--- src/adc_sweep_pkg.sv ---
package adc_sweep_pkg;

  // register byte offsets
  localparam logic [7:0] OFS_CTRL0    = 8'h00;
  localparam logic [7:0] OFS_CTRL1    = 8'h04;
  localparam logic [7:0] OFS_CTRL2    = 8'h08;
  localparam logic [7:0] OFS_STATUS   = 8'h0c;
  localparam logic [7:0] OFS_RESULT   = 8'h20;

  // converter_control_0 fields
  localparam int C0_CHAN_LSB  = 0;
  localparam int C0_MODE_LSB  = 3;
  localparam int C0_TRIG      = 5;
  localparam int C0_START     = 6;
  localparam int C0_DIV0      = 7;

  // converter_control_1 fields
  localparam int C1_WIDTH_LSB = 0;
  localparam int C1_SWEEP1    = 2;
  localparam int C1_TEN_BIT   = 3;
  localparam int C1_DIV1      = 4;
  localparam int C1_REF       = 5;
  localparam int C1_OPAMP_LSB = 6;

  // converter_control_2 fields
  localparam int C2_SH        = 0;
  localparam int C2_GROUP_LSB = 1;
  localparam int C2_DIV2      = 3;
  localparam logic [7:0] CTRL2_MASK = 8'h0f;

  // reset values
  localparam logic [7:0] CTRL0_RST  = 8'h00;
  localparam logic [7:0] CTRL1_RST  = 8'h00;
  localparam logic [7:0] CTRL2_RST  = 8'h00;

  // converter clock cycles per pin
  localparam int CONV_SH_8    = 28;
  localparam int CONV_SH_10   = 33;
  localparam int CONV_NOSH_8  = 49;
  localparam int CONV_NOSH_10 = 59;

  typedef enum logic [1:0] {
    MODE_ONE_SHOT     = 2'b00,
    MODE_REPEAT       = 2'b01,
    MODE_SINGLE_SWEEP = 2'b10,
    MODE_REPEAT_SWEEP = 2'b11
  } op_mode_t;

  typedef enum logic [1:0] {
    ROUTE_NONE  = 2'b00,
    ROUTE_EXT_A = 2'b01,
    ROUTE_EXT_B = 2'b10,
    ROUTE_LOOP  = 2'b11
  } opamp_route_t;

  typedef enum logic [1:0] {
    ST_IDLE      = 2'b00,
    ST_WAIT_TRIG = 2'b01,
    ST_CONVERT   = 2'b10
  } seq_state_t;

  // converter clock divide ratio from the three select bits
  function automatic logic [3:0] div_ratio(input logic [2:0] sel);
    case (sel)
      3'h0:    div_ratio = 4'h4;
      3'h1:    div_ratio = 4'h2;
      3'h4:    div_ratio = 4'hc;
      3'h5:    div_ratio = 4'h6;
      3'h6,
      3'h7:    div_ratio = 4'h3;
      default: div_ratio = 4'h1;
    endcase
  endfunction

  // converter clock cycles for one pin
  function automatic logic [5:0] conv_cycles(input logic sh,
                                             input logic ten);
    if (sh) begin
      conv_cycles = ten ? 6'(CONV_SH_10) : 6'(CONV_SH_8);
    end else begin
      conv_cycles = ten ? 6'(CONV_NOSH_10) : 6'(CONV_NOSH_8);
    end
  endfunction

  // first non-priority pin in repeat sweep 1
  function automatic logic [2:0] first_other(input logic [1:0] w);
    first_other = {1'b0, w} + 3'h1;
  endfunction

endpackage

--- src/conv_timer_if.sv ---
interface conv_timer_if;
  logic [2:0] div_sel;
  logic       sh_en;
  logic       ten_bit;
  logic       go;
  logic       clear;
  logic       done;

  modport seq   (output div_sel, sh_en, ten_bit, go, clear, input done);
  modport timer (input div_sel, sh_en, ten_bit, go, clear, output done);
endinterface

--- src/conv_timer.sv ---
module conv_timer (
  input wire logic    core_clk,
  input wire logic    rst,
  conv_timer_if.timer tm
);

  logic [3:0] div_cnt_q;
  logic [5:0] tick_cnt_q;
  logic       done_q;

  // converter clock enable and per-pin cycle target
  wire [3:0] ratio_w  = adc_sweep_pkg::div_ratio(tm.div_sel);
  wire       tick_w   = (div_cnt_q >= ratio_w - 4'h1);
  wire [5:0] target_w = adc_sweep_pkg::conv_cycles(tm.sh_en, tm.ten_bit);
  wire       last_w   = tick_w && (tick_cnt_q >= target_w - 6'h01);
  wire       run_w    = tm.go && !tm.clear;

  // divider and pin timer, restart on their own while go holds
  always_ff @(posedge core_clk or posedge rst) begin
    if (rst) begin
      div_cnt_q  <= 4'h0;
      tick_cnt_q <= 6'h00;
      done_q     <= 1'b0;
    end else if (!run_w) begin
      div_cnt_q  <= 4'h0;
      tick_cnt_q <= 6'h00;
      done_q     <= 1'b0;
    end else begin
      div_cnt_q  <= tick_w ? 4'h0 : div_cnt_q + 4'h1;
      if (tick_w) begin
        tick_cnt_q <= last_w ? 6'h00 : tick_cnt_q + 6'h01;
      end
      done_q     <= last_w;
    end
  end

  assign tm.done = done_q;
endmodule

--- src/adc_sweep_sequencer.sv ---
// Operation
// single sweep converts each selected pin once, in order, then ends
// trigger select 0: start as soon as start bit is written 1
// trigger select 1: falling trigger pin edge after start bit; retriggers
// single sweep stops at end; soft trigger clears start; 0 halts
// interrupt request at single sweep end, none in repeat sweeps
// sweep width picks first two, four, six or eight pins
// repeat sweep 0 loops over selected pins until start cleared
// repeat sweep 1 converts all eight pins, priority pins interleaved
// in repeat sweep 1 width selects priority pins 0 to 0..3
// each result lands in the result register of its pin position
// input group field picks one of three eight-pin groups
// resolution 1 gives 10-bit result, 0 gives 8-bit result
// with sample-hold a pin takes 28 or 33 converter cycles
// sample-hold applies in all modes; software picks it before start
// software must not rewrite control registers during conversion
// software waits 1 us after connecting reference before start
// one-shot and repeat may convert extended pins into results 0 and 1
// op-amp loop routes pin out and converts returned signal
// converter clock is divided by 1, 2, 3, 4, 6 or 12
// start refused unless reference already connected; no disconnect
// next pin selected right after storing each result
// start bit stays 1 through repeat sweeps until software clears it
//
// Added by the designer: the register offsets and the Wishbone register port.
module adc_sweep_sequencer (
  input  wire logic        core_clk,
  input  wire logic        rst,
  input  wire logic        wb_cyc_i,
  input  wire logic        wb_stb_i,
  input  wire logic        wb_we_i,
  input  wire logic [7:0]  wb_adr_i,
  input  wire logic [3:0]  wb_sel_i,
  input  wire logic [31:0] wb_dat_i,
  output logic      [31:0] wb_dat_o,
  output logic             wb_ack_o,
  input  wire logic        external_trigger_pin,
  input  wire logic [9:0]  afe_code,
  output logic             conv_irq,
  output logic      [1:0]  afe_group,
  output logic      [2:0]  afe_channel,
  output logic      [1:0]  afe_route,
  output logic             afe_ten_bit,
  output logic             afe_sample_hold,
  output logic             afe_ref_connect,
  output logic             afe_active
);

  logic [7:0]               ctrl0_q;
  logic [7:0]               ctrl1_q;
  logic [7:0]               ctrl2_q;
  adc_sweep_pkg::seq_state_t st_q;
  adc_sweep_pkg::seq_state_t st_d;
  logic [2:0]               pos_q;
  logic [2:0]               pos_d;
  logic [2:0]               other_q;
  logic [2:0]               other_d;
  logic [1:0]               prio_q;
  logic [1:0]               prio_d;
  logic                     phase_q;
  logic                     phase_d;
  logic                     clear_q;
  logic                     trig_prev_q;
  logic                     ack_q;
  logic [31:0]              dat_q;
  logic                     irq_q;
  logic [9:0]               result_q [8];

  conv_timer_if tm ();

  conv_timer u_timer (
    .core_clk (core_clk),
    .rst      (rst),
    .tm       (tm)
  );

  //////////////////////////////////////////////////////////////////////////
  // bus decode
  wire req_w = wb_cyc_i && wb_stb_i && !ack_q;
  wire wr_w  = req_w && wb_we_i && wb_sel_i[0];
  wire wr0_w = wr_w && (wb_adr_i == adc_sweep_pkg::OFS_CTRL0);
  wire wr1_w = wr_w && (wb_adr_i == adc_sweep_pkg::OFS_CTRL1);
  wire wr2_w = wr_w && (wb_adr_i == adc_sweep_pkg::OFS_CTRL2);

  // control field views
  wire                        start_w    = ctrl0_q[adc_sweep_pkg::C0_START];
  wire                        trig_sel_w = ctrl0_q[adc_sweep_pkg::C0_TRIG];
  wire                        trig_new_w = wb_dat_i[adc_sweep_pkg::C0_TRIG];
  wire adc_sweep_pkg::op_mode_t mode_w   =
    adc_sweep_pkg::op_mode_t'(ctrl0_q[adc_sweep_pkg::C0_MODE_LSB +: 2]);
  wire [1:0] width_w  = ctrl1_q[adc_sweep_pkg::C1_WIDTH_LSB +: 2];
  wire       ref_w    = ctrl1_q[adc_sweep_pkg::C1_REF];
  wire       ten_w    = ctrl1_q[adc_sweep_pkg::C1_TEN_BIT];
  wire adc_sweep_pkg::opamp_route_t route_w =
    adc_sweep_pkg::opamp_route_t'(ctrl1_q[adc_sweep_pkg::C1_OPAMP_LSB +: 2]);
  wire       is_sweep_w = mode_w[1];
  wire       rep_sw_w   = (mode_w == adc_sweep_pkg::MODE_REPEAT_SWEEP);
  wire       sweep1_w   = rep_sw_w && ctrl1_q[adc_sweep_pkg::C1_SWEEP1];
  wire       busy_w     = (st_q != adc_sweep_pkg::ST_IDLE);
  wire [2:0] div_sel_w  = {ctrl2_q[adc_sweep_pkg::C2_DIV2],
                           ctrl1_q[adc_sweep_pkg::C1_DIV1],
                           ctrl0_q[adc_sweep_pkg::C0_DIV0]};

  // start, halt and trigger events
  wire start_set_w = wr0_w && wb_dat_i[adc_sweep_pkg::C0_START]
                     && ref_w;
  wire halt_w      = wr0_w && !wb_dat_i[adc_sweep_pkg::C0_START];
  wire begin_w     = start_set_w && !start_w;
  wire fall_w      = trig_prev_q && !external_trigger_pin
                     && trig_sel_w && start_w;
  wire init_w      = !halt_w && (fall_w ||
                     (st_q == adc_sweep_pkg::ST_IDLE && begin_w
                      && !trig_new_w));
  wire done_ok_w   = tm.done && !clear_q
                     && (st_q == adc_sweep_pkg::ST_CONVERT);

  // pin selection and result slot
  wire [2:0] last_w    = {width_w, 1'b1};
  wire [2:0] seq_pin_w = sweep1_w ? (phase_q ? {1'b0, prio_q} : other_q)
                                  : pos_q;
  wire [2:0] pin_w     = is_sweep_w ? seq_pin_w
                         : ctrl0_q[adc_sweep_pkg::C0_CHAN_LSB +: 3];
  wire       ext_w     = !is_sweep_w &&
                         (route_w == adc_sweep_pkg::ROUTE_EXT_A ||
                          route_w == adc_sweep_pkg::ROUTE_EXT_B);
  wire [2:0] slot_w    = ext_w ? {2'b00, route_w == adc_sweep_pkg::ROUTE_EXT_B}
                               : pin_w;
  wire [9:0] code_w    = ten_w ? afe_code : {2'b00, afe_code[7:0]};
  wire       finish_w  = done_ok_w &&
                         (mode_w == adc_sweep_pkg::MODE_ONE_SHOT ||
                          (mode_w == adc_sweep_pkg::MODE_SINGLE_SWEEP &&
                           pos_q == last_w));
  wire       start_d_w = halt_w ? 1'b0 : start_set_w ? 1'b1
                         : (finish_w && !trig_sel_w) ? 1'b0
                         : start_w;

  // read data selection
  wire [5:0]  status_w = {(st_q == adc_sweep_pkg::ST_WAIT_TRIG), pin_w,
                          (st_q == adc_sweep_pkg::ST_CONVERT), busy_w};
  wire        res_hit_w = (wb_adr_i[7:5] == adc_sweep_pkg::OFS_RESULT[7:5])
                          && (wb_adr_i[1:0] == 2'b00);
  wire [31:0] rd_w =
    (wb_adr_i == adc_sweep_pkg::OFS_CTRL0)  ? {24'h000000, ctrl0_q} :
    (wb_adr_i == adc_sweep_pkg::OFS_CTRL1)  ? {24'h000000, ctrl1_q} :
    (wb_adr_i == adc_sweep_pkg::OFS_CTRL2)  ? {24'h000000, ctrl2_q} :
    (wb_adr_i == adc_sweep_pkg::OFS_STATUS) ? {26'h0000000, status_w} :
    res_hit_w ? {22'h000000, result_q[wb_adr_i[4:2]]} : 32'h00000000;

  // timer hookup
  assign tm.div_sel = div_sel_w;
  assign tm.sh_en   = ctrl2_q[adc_sweep_pkg::C2_SH];
  assign tm.ten_bit = ten_w;
  assign tm.go      = (st_q == adc_sweep_pkg::ST_CONVERT);
  assign tm.clear   = clear_q;

  //////////////////////////////////////////////////////////////////////////
  // sequencer next state
  always_comb begin
    st_d    = st_q;
    pos_d   = pos_q;
    phase_d = phase_q;
    prio_d  = prio_q;
    other_d = other_q;
    if (halt_w) begin
      st_d = adc_sweep_pkg::ST_IDLE;
    end else if (init_w) begin
      st_d    = adc_sweep_pkg::ST_CONVERT;
      pos_d   = 3'h0;
      phase_d = 1'b1;
      prio_d  = 2'h0;
      other_d = adc_sweep_pkg::first_other(width_w);
    end else if (st_q == adc_sweep_pkg::ST_IDLE && begin_w) begin
      st_d = adc_sweep_pkg::ST_WAIT_TRIG;
    end else if (done_ok_w) begin
      if (finish_w) begin
        st_d = trig_sel_w ? adc_sweep_pkg::ST_WAIT_TRIG
                          : adc_sweep_pkg::ST_IDLE;
      end else if (sweep1_w) begin
        if (phase_q) begin
          if (prio_q == width_w) begin
            phase_d = 1'b0;
          end else begin
            prio_d = prio_q + 2'h1;
          end
        end else begin
          phase_d = 1'b1;
          prio_d  = 2'h0;
          other_d = (other_q == 3'h7) ? adc_sweep_pkg::first_other(width_w)
                                      : other_q + 3'h1;
        end
      end else if (pos_q == last_w) begin
        pos_d = 3'h0;
      end else begin
        pos_d = pos_q + 3'h1;
      end
    end
  end

  // sequencer and control registers
  always_ff @(posedge core_clk or posedge rst) begin
    if (rst) begin
      st_q        <= adc_sweep_pkg::ST_IDLE;
      pos_q       <= 3'h0;
      phase_q     <= 1'b1;
      prio_q      <= 2'h0;
      other_q     <= 3'h1;
      clear_q     <= 1'b0;
      trig_prev_q <= 1'b1;
      ctrl0_q     <= adc_sweep_pkg::CTRL0_RST;
      ctrl1_q     <= adc_sweep_pkg::CTRL1_RST;
      ctrl2_q     <= adc_sweep_pkg::CTRL2_RST;
    end else begin
      st_q        <= st_d;
      pos_q       <= pos_d;
      phase_q     <= phase_d;
      prio_q      <= prio_d;
      other_q     <= other_d;
      clear_q     <= init_w;
      trig_prev_q <= external_trigger_pin;
      if (wr0_w) begin
        ctrl0_q <= wb_dat_i[7:0];
      end
      ctrl0_q[adc_sweep_pkg::C0_START] <= start_d_w;
      if (wr1_w) begin
        ctrl1_q <= wb_dat_i[7:0];
        ctrl1_q[adc_sweep_pkg::C1_REF] <= wb_dat_i[adc_sweep_pkg::C1_REF]
                                          || (busy_w && ref_w);
      end
      if (wr2_w) begin
        ctrl2_q <= wb_dat_i[7:0] & adc_sweep_pkg::CTRL2_MASK;
      end
    end
  end

  // result store, one slot per pin position
  always_ff @(posedge core_clk or posedge rst) begin
    if (rst) begin
      for (int i = 0; i < 8; i++) begin
        result_q[i] <= 10'h000;
      end
    end else if (done_ok_w) begin
      result_q[slot_w] <= code_w;
    end
  end

  // bus answer, interrupt request and front-end lines
  always_ff @(posedge core_clk or posedge rst) begin
    if (rst) begin
      ack_q           <= 1'b0;
      dat_q           <= 32'h00000000;
      irq_q           <= 1'b0;
      afe_group       <= 2'h0;
      afe_channel     <= 3'h0;
      afe_route       <= 2'h0;
      afe_ten_bit     <= 1'b0;
      afe_sample_hold <= 1'b0;
      afe_ref_connect <= 1'b0;
      afe_active      <= 1'b0;
    end else begin
      ack_q           <= req_w;
      if (req_w) begin
        dat_q <= rd_w;
      end
      irq_q           <= finish_w;
      afe_group       <= ctrl2_q[adc_sweep_pkg::C2_GROUP_LSB +: 2];
      afe_channel     <= pin_w;
      afe_route       <= route_w;
      afe_ten_bit     <= ten_w;
      afe_sample_hold <= ctrl2_q[adc_sweep_pkg::C2_SH];
      afe_ref_connect <= ref_w;
      afe_active      <= (st_q == adc_sweep_pkg::ST_CONVERT);
    end
  end

  assign wb_ack_o = ack_q;
  assign wb_dat_o = dat_q;
  assign conv_irq = irq_q;
endmodule

--- config.mk ---
export PLATFORM = sky130hd
export DESIGN_NAME = adc_sweep_sequencer
export DESIGN_NICKNAME = d
export VERILOG_FILES = /design/src/adc_sweep_pkg.sv /design/src/conv_timer_if.sv /design/src/conv_timer.sv /design/src/adc_sweep_sequencer.sv
export SDC_FILE = /design/constraint.sdc
export NUM_CORES = 1
export LEC_CHECK = 0
export BUFFER_PORTS_ARGS = -buffer_cell sky130_fd_sc_hd__buf_2
export CORE_ASPECT_RATIO = 0.6
export CORE_MARGIN = 4
export CORE_UTILIZATION = 50
export CTS_CLUSTER_SIZE = 12
export DETAILED_ROUTE_END_ITERATION = 10
export GPL_ROUTABILITY_DRIVEN = 0
export PLACE_DENSITY = 0.71
export SYNTH_ARGS = -nofsm -noshare
export SYNTH_HDL_FRONTEND = slang
export SYNTH_SLANG_ARGS = --single-unit
--- constraint.sdc ---
create_clock -name core_clk -period 5.3 [get_ports core_clk]
set_input_delay 0.265 -clock core_clk [delete_from_list [all_inputs] [get_ports core_clk]]
set_output_delay 0.265 -clock core_clk [all_outputs]
set_load 0.1 [all_outputs]
* Word level (Yosys, flattened, before mapping) *
Cells that the tools add are included.
W data, S select, Z words.

word-level totals
  output and inout bits = 45
  flip-flop bits (word level) = 169
  word-level logic and storage cells = 193
  input bits = 60

cells by class
  reduce and logical (&&, ||, !) cells = 59
  add/sub/neg operators = 8
  muxes and demuxes = 62
  bitwise operators = 3
  magnitude comparators = 5
  equality and inequality tests = 24

operator list
  cell                   count
  $mux W10               9
  $bwmux W80             1
  $mux W3                17
  $bmux W10 S3           1
  $demux W10 S3          1
  $mux W6                5
  $logic_and A1 B1 Y1    29
  $mux W2                12
  $pmux W4 S5            1
  $eq A8 B4 Y1 const B   2
  $eq A3 B3 Y1 const B   5
  $mux W1                12
  $mux W4                3
  $reduce_and A6 Y1      2
  $reduce_and A5 Y1      2
  $logic_not A1 Y1       9
  $eq A2 B2 Y1 const B   4
  $eq A8 B3 Y1 const B   1
  $ge A4 B4 Y1 const B   2
  $logic_not A8 Y1       1
  $not A3 Y4             2
  $reduce_bool A4 Y1     2
  $add A3 B1 Y3 const B  2
  $add A6 B1 Y6 const B  1
  23 further kinds       35

* Logic depth before layout (Yosys ltp) *
Gate-level depths: netlist (run 1).

  depth after elaboration = 14
  gate-level depth with buffers = 9
  mapped depth without buffers = 9

* By module *
A second synthesis (run 1) with hierarchy kept.

second synthesis, totals
  cells, all modules = 590
  area total of the unflattened synthesis = 7,439.6 µm²

by module, submodules not included
  module               cells an instance  seq. area each (µm²)  instances  area each (µm²)
  adc_sweep_sequencer  517                3,407.0               1          6,631.4
  conv_timer           73                 275.3                 1          808.3

* Worst setup path before layout (run 1) *
No wires, ideal clock.

  path type = reg2reg
  start = register ack_q (netlist: wb_ack_o)
  end = register pos_q[2]
  path slack = 2.840 ns
  library setup time = 0.077 ns
  data arrival time = 2.382 ns
  path buffers = 0
  cell stages (with the launch flop) = 8
  period minus slack after synthesis = 2.460 ns
  required time = 5.223 ns
  cell sequence = dfrtp_1 nand3b_1 clkinv_1 nand3_1 nor3_2 nor3_1 nand4b_1 a21oi_1

between the ends
  word-level cells in the longest chain between the ends = 14
  elaborated cells between the ends (all ways) = 21
  those cells by class = 3 x eq/ne; 1 x mux; 1 x bitwise; 16 x reduce/logical

RTL lines
  element                                                      line                                                    text
  start, declared                                              adc_sweep_sequencer.sv:64                               logic ack_q;
  start signal, assigned                                       adc_sweep_sequencer.sv:260                              ack_q <= req_w;
  $logic_not A1 Y1 *                                           adc_sweep_sequencer.sv:79                               wire req_w = wb_cyc_i && wb_stb_i && !ack_q;
  $logic_and A1 B1 Y1 *                                        adc_sweep_sequencer.sv:79
  via req_w                                                    adc_sweep_sequencer.sv:79
  $logic_and A1 B1 Y1 * (2 in a row)                           adc_sweep_sequencer.sv:80                               wire wr_w = req_w && wb_we_i && wb_sel_i[0];
  $logic_and A1 B1 Y1 *                                        adc_sweep_sequencer.sv:81                               wire wr0_w = wr_w && (wb_adr_i == adc_sweep_pkg::OFS_CTRL0);
  $logic_and A1 B1 Y1                                          adc_sweep_sequencer.sv:105                              wire start_set_w = wr0_w && wb_dat_i[adc_sweep_pkg::C0_START]
  $logic_and A1 B1 Y1                                          adc_sweep_sequencer.sv:106                              && ref_w;
  $logic_and A1 B1 Y1                                          adc_sweep_sequencer.sv:108                              wire begin_w = start_set_w && !start_w;
  $logic_and A1 B1 Y1                                          adc_sweep_sequencer.sv:112, adc_sweep_sequencer.sv:172
  $logic_and A1 B1 Y1                                          adc_sweep_sequencer.sv:113                              && !trig_new_w));
  $logic_or A1 B1 Y1                                           adc_sweep_sequencer.sv:111                              wire init_w = !halt_w && (fall_w ||
  $logic_and A1 B1 Y1                                          adc_sweep_sequencer.sv:111
  $ne A2 B2 Y1 (no source line), or another cell as far along  n/a
  $reduce_and A5 Y1 (no source line)                           n/a
  end signal, assigned                                         adc_sweep_sequencer.sv:214                              pos_q <= pos_d;
  end, declared                                                adc_sweep_sequencer.sv:54                               logic [2:0] pos_q;

Mark *: on every way through the listed nets, which the timed path passes. The rest lies on a longest branch.
A chain may end at the register's enable or synchronous reset.

* Worst setup path in the final report (run 1) *
  start = register ack_q (netlist: wb_ack_o)
  end = register ctrl1_q[7]

between the ends
  word-level cells in the longest chain between the ends = 5

RTL lines
  element                           line                        text
  $logic_not A1 Y1                  adc_sweep_sequencer.sv:79
  $logic_and A1 B1 Y1               adc_sweep_sequencer.sv:79
  via req_w                         adc_sweep_sequencer.sv:79
  $logic_and A1 B1 Y1 (2 in a row)  adc_sweep_sequencer.sv:80
  $logic_and A1 B1 Y1               adc_sweep_sequencer.sv:82   wire wr1_w = wr_w && (wb_adr_i == adc_sweep_pkg::OFS_CTRL1);
  end signal, assigned              adc_sweep_sequencer.sv:210  ctrl1_q <= adc_sweep_pkg::CTRL1_RST;
  end signal, assigned              adc_sweep_sequencer.sv:225  ctrl1_q <= wb_dat_i[7:0];
  end signal, assigned by index     adc_sweep_sequencer.sv:226  ctrl1_q[adc_sweep_pkg::C1_REF] <= wb_dat_i[adc_sweep_pkg::C1_REF]
  end, declared                     adc_sweep_sequencer.sv:50   logic [7:0] ctrl1_q;

The timed path passes the listed nets, and every way through them passes these cells.

==> results of run 1 <==
-- layout make-up --
class                   count  area [um^2]  area share
flip-flops and latches    147         3680       0.443
multi-input cells         412         3410       0.410
clock buffers              17          425      0.0512
repair buffers             58          300      0.0361
well taps                 198          248      0.0298
clock inverters            15          170      0.0205
inverters                  18         72.6     0.00873
-- per-stage QoR --
step           power [mW]  cells  hold slack [ps]
2_1_floorplan        1.37    621              269
3_3_place_gp         1.40    832              381
3_5_place_dp         1.41    832              384
4_1_cts              2.63    865             85.4
5_1_grt              2.70    865             96.1
6_report             2.61    865             32.2
-- critical path, stage by stage (launching register included) --
cell,delay [ps]
dfrtp_1,370
nand3b_1,670
clkinv_1,460
nand3_1,280
nor3_2,780
mux2_2,420
-- path summary, 6_finish.rpt --
kind                             start            to  slack [ps]  depth (start not counted)
max                           wb_ack_o    ctrl1_q[7]        2190                          5
min reg2reg                 ctrl1_q[6]  afe_route[0]         420                          0
max in group asynchronous          rst  result_q[60]        4080                          3
min in group core_clk      wb_dat_i[4]    ctrl1_q[4]          90                          3
min                                rst   afe_ten_bit          30                          2
max reg2reg                   wb_ack_o    ctrl1_q[7]        2190                          5
-- cells by family (layout without fill, tap and decap cells) --
| logic type | after synthesis | after routing | share of synthesized area |
|---|---|---|---|
| AOI/OAI and AO/OA | 103 | 103 | 0.0891 |
| other | 1 | 22 | 0.000510 |
| DFF | 147 | 147 | 0.501 |
| muxes | 129 | 129 | 0.225 |
| and+or+nand+nor | 133 | 133 | 0.0990 |
| adders and majority gates | 18 | 18 | 0.0306 |
| buffers and inverters | 62 | 108 | 0.0466 |
| xor gates and xnor gates | 7 | 7 | 0.00833 |
-- sequential cells by signal, summed over array words and instances, names as in the netlist, 4 cells and up --
signal,count
wb_dat_o,10
ctrl2_q,4
result_q,80
u_timer.div_cnt_q,4
ctrl0_q,8
u_timer.tick_cnt_q,6
ctrl1_q,8
-- per-layer routing --
| metal | track usage | vias to the layer above | wire (um) |
|---|---|---|---|
| met5 | 0 | - | 0 |
| met4 | 0.0473 | 0 | 136 |
| met3 | 0.0629 | 18 | 1360 |
| met2 | 0.314 | 178 | 7540 |
| met1 | 0.313 | 2564 | 8100 |
| li1 | - | 2261 | - |
-- power by group --
| group | internal, mW | switching [mW] |
|---|---|---|
| logic | 0.0566 | 0.178 |
| registers | 1.14 | 0.0152 |
| clock network | 0.707 | 0.514 |
| total | 1.91 | 0.708 |
-- placed cells by master, fill, tap and decap left out, types with 4 or more instances in the layout --
master     synthesis  layout
o21ai_0           31      31
inv_1             16      15
nand2_1           44      44
o22ai_1            7       7
inv_6              0       7
xnor2_1            6       6
nor3_2             4       4
a21o_1             5       5
nor2b_1            9       9
and2_1             4       4
nor2_1            30      30
ha_1              18      18
mux2i_1           16      16
clkbuf_16          0      17
dfrtp_1          144     144
buf_2              6      55
mux4_2            20      20
mux2_2            93      93
a21oi_1           28      28
conb_1             1      22
nand2b_1           4       4
a22o_1             5       5
nor3_1             6       6
nand3_1           10      10
==> results.yml, run 1 <==
run_status:
  outcome: "completed"
logic_synthesis:
  synthDistinctLibCells: 66
  ys_ff_latch: 147
  synth_area_per_cell_um2: 12.3
  syn_area_um2: 7360
  ys_top_cells_by_area: "dfrtp_1 (49%), mux2_2 (14%), mux4_2 (6.1%)"
  synth_top_area_share: 0.490
  ys_warn_count: 0
  syn_inst: 600
  ys_async_sr_fraction: 1.00
  synth_edf_count: 0
  synth_top_cell_by_area: "dfrtp_1"
  ys.flop_type: "dfrtp_1"
  synth.top_cells.by_count: "dfrtp_1 (144), mux2_2 (93), nand2_1 (44)"
  yosysMostFrequentCell: "dfrtp_1"
  ys_seq_area_frac: 0.501
global_routing:
  grt_pass1_wl_um: 27200
  grt_overflow_total: 0
  track_usage: 0.212
  grt_pass1_vias: 5049
  grt_max_degree: 101
  antenna_found_initial: 0
layout:
  drive_gt1_frac: 0.334
  antennaDiodeCount: 0
  nets: 732
  syn_to_final_growth_pct: 12.9
  final_core_util: 0.574
  fillCellCount: 1182
  final_area_um2: 8310
pwr:
  ir_worst_vdd_mv: 0.197
  p_leak_nw: 3.98
  powerDensity_nw_per_um2: 314
clock_tree:
  clk_pin_slew_worst_paths_ps: 70
  cts_tree: "yes"
  htree_levels: 4
  cts.sinks: 147
  numCtsBuffers: 17
  clk_path_buf_depth: 2
  cts_setup_buffers: 0
  cts_resized: 0
  clk_latency_ps: 420
  hold_buffers: 1
  cts_root_buf: "clkbuf_16"
sta:
  max_clock_freq_ghz: 0.321
  min_period_ps: 3110
  fin_worst_skew_ps: 9.61
  rsz0062_at_grt: "false"
  worst_slack_ps: 2190
  fin_setup_tns_ps: 0
  hold_violations: 0
  worstMarginPinSlew_ps: 1200
  maxSlewViolCount: 0
  slew-limit-headroom: 0.194
  period_share: 0.588
  setup_viol: 0
run:
  drv_cap: 0
setup_path:
  cp_data_arrival_time_ps: 3410
  endpoint_kind: "flop"
  path_max_fanout: 18
  required_ps: 5600
  critical_path_class: "flop to flop"
  crit_path_start_kind: "flop"
place:
  dp_hpwl_um: 11900
  portBuffers: 55
  dp_slack_ps: 2270
  place_area_um2: 7700
detailed_routing:
  ant_nets: 0
  drt_first_pass_iters: 5
  drc_errors: 0
  vias: 5021
  first_iter_violations: 465
  routed_wl_um: 17100
  wl_per_cell_um: 19.8
  viasPerCell: 5.80
floorplan:
  initial_core_util: 0.509
  coreArea_um2: 14500
  row_count: 34
  die_area_um2: 16800
  die_h_um: 102
  ios: 105
  dieWidth_um: 165
hold_path:
  hp-class: "input pin to async pin"
Power figures use the tool's default switching activity.
==> run 2: changes to the inputs <==
clock period = 2.95 ns   (was 5.3 ns; I/O delays follow)
==> results.yml, run 2 (same netlist as run 1, synthesis figures left out) <==
run_status:
  outcome: "completed"
detailed_routing:
  drc_errors: 0
  routed_wl_um: 17400
  vias: 5112
  ant_nets: 0
  first_iter_violations: 413
  viasPerCell: 5.73
  wl_per_cell_um: 19.6
  drt_first_pass_iters: 5
global_routing:
  antenna_found_initial: 0
  grt_pass1_vias: 5171
  grt_max_degree: 70
  grt_pass1_wl_um: 28000
  track_usage: 0.219
  grt_overflow_total: 0
layout:
  antennaDiodeCount: 0
  largest_reg_flops: 80
  final_area_um2: 8560
  multi_input_area_um2: 3410
  nets: 759
  mostFrequentLayoutCell: "dfrtp_1"
  fillCellCount: 1183
  mostFrequentLayoutCells: "dfrtp_1 (144), mux2_2 (93), buf_2 (55)"
  largest_register: "result_q"
  drive_gt1_frac: 0.350
  register_area_um2: 3680
  syn_to_final_growth_pct: 16.3
place:
  dp_hpwl_um: 12500
  dp_slack_ps: 254
  place_area_um2: 7870
  portBuffers: 55
floorplan:
  initial_core_util: 0.509
  dieWidth_um: 165
  die_h_um: 102
  row_count: 34
  ios: 105
  die_area_um2: 16800
  coreArea_um2: 14500
sta:
  maxSlewViolCount: 0
  worstMarginPinSlew_ps: 762
  max_clock_freq_ghz: 0.366
  setup_viol: 0
  min_period_ps: 2730
  hold_violations: 0
  fin_setup_tns_ps: 0
  rsz0062_at_grt: "false"
  hold_slack_ps: 15.2
  slew-limit-headroom: 0.488
  fin_worst_skew_ps: 10.1
  period_share: 0.926
  worst_slack_ps: 218
clock_tree:
  hold_buffers: 8
  htree_levels: 4
  cts_setup_buffers: 0
  cts.sinks: 147
  cts_resized: 0
  cts_tree: "yes"
  clk_latency_ps: 420
  cts_root_buf: "clkbuf_16"
  numCtsBuffers: 17
  clk_pin_slew_worst_paths_ps: 60
  clk_path_buf_depth: 2
pwr:
  ir_worst_vdd_mv: 0.404
  p_leak_nw: 4.11
  powerDensity_nw_per_um2: 552
setup_path:
  required_ps: 3250
  critical_path_class: "flop to flop"
  cp_data_arrival_time_ps: 3030
  crit_path_start_kind: "flop"
  path_max_fanout: 10
  endpoint_kind: "flop"
  r2r_cells: 7
hold_path:
  hold_depth: 2
  hp-class: "input pin to flop"
run:
  drv_cap: 0
## run 2: area by class of cell
cell class              count  share of cell area
inverters                  18             0.00834
flip-flops and latches    147               0.430
multi-input cells         412               0.399
repair buffers             85              0.0623
clock inverters            14              0.0200
clock buffers              18              0.0513
well taps                 198              0.0290
## run 2: where the power goes
group | internal, mW | switching [mW]
clock | 1.29 | 0.909
sequential | 2.05 | 0.0272
combinational | 0.115 | 0.323
## run 2: path summary, 6_finish.rpt
check	start	endpoint	slack, ps
max in group asynchronous	rst	phase_q	1700
min reg2reg	ctrl1_q[6]	afe_route[0]	420
max	phase_q	result_q[74]	220
max reg2reg	phase_q	result_q[74]	220
min in group asynchronous	rst	afe_ten_bit	370
min	wb_dat_i[2]	ctrl1_q[2]	20
## run 2: critical path, cell delays in order (launching register included)
cell and delay (ps):
dfstp_2 640, mux2i_1 280, a311oi_2 170, nor2_4 250, inv_2 90, o22a_1 230
or3_1 580, mux2_2 370
## run 2: metal layers
metal  track usage  part of all wire
met1         0.322              0.47
met2         0.322              0.43
met3        0.0657             0.087
met4        0.0511            0.0062
met5             0                 0
## run 2: stage by stage
stage | utilization | std cells | power (mW)
after floorplan | - | 621 | 2.46
after global placement | 0.544 | 852 | 2.53
after detailed placement | 0.544 | 852 | 2.54
after CTS | 0.592 | 892 | 4.75
after global routing | 0.592 | 892 | 4.88
final | 0.592 | 892 | 4.72
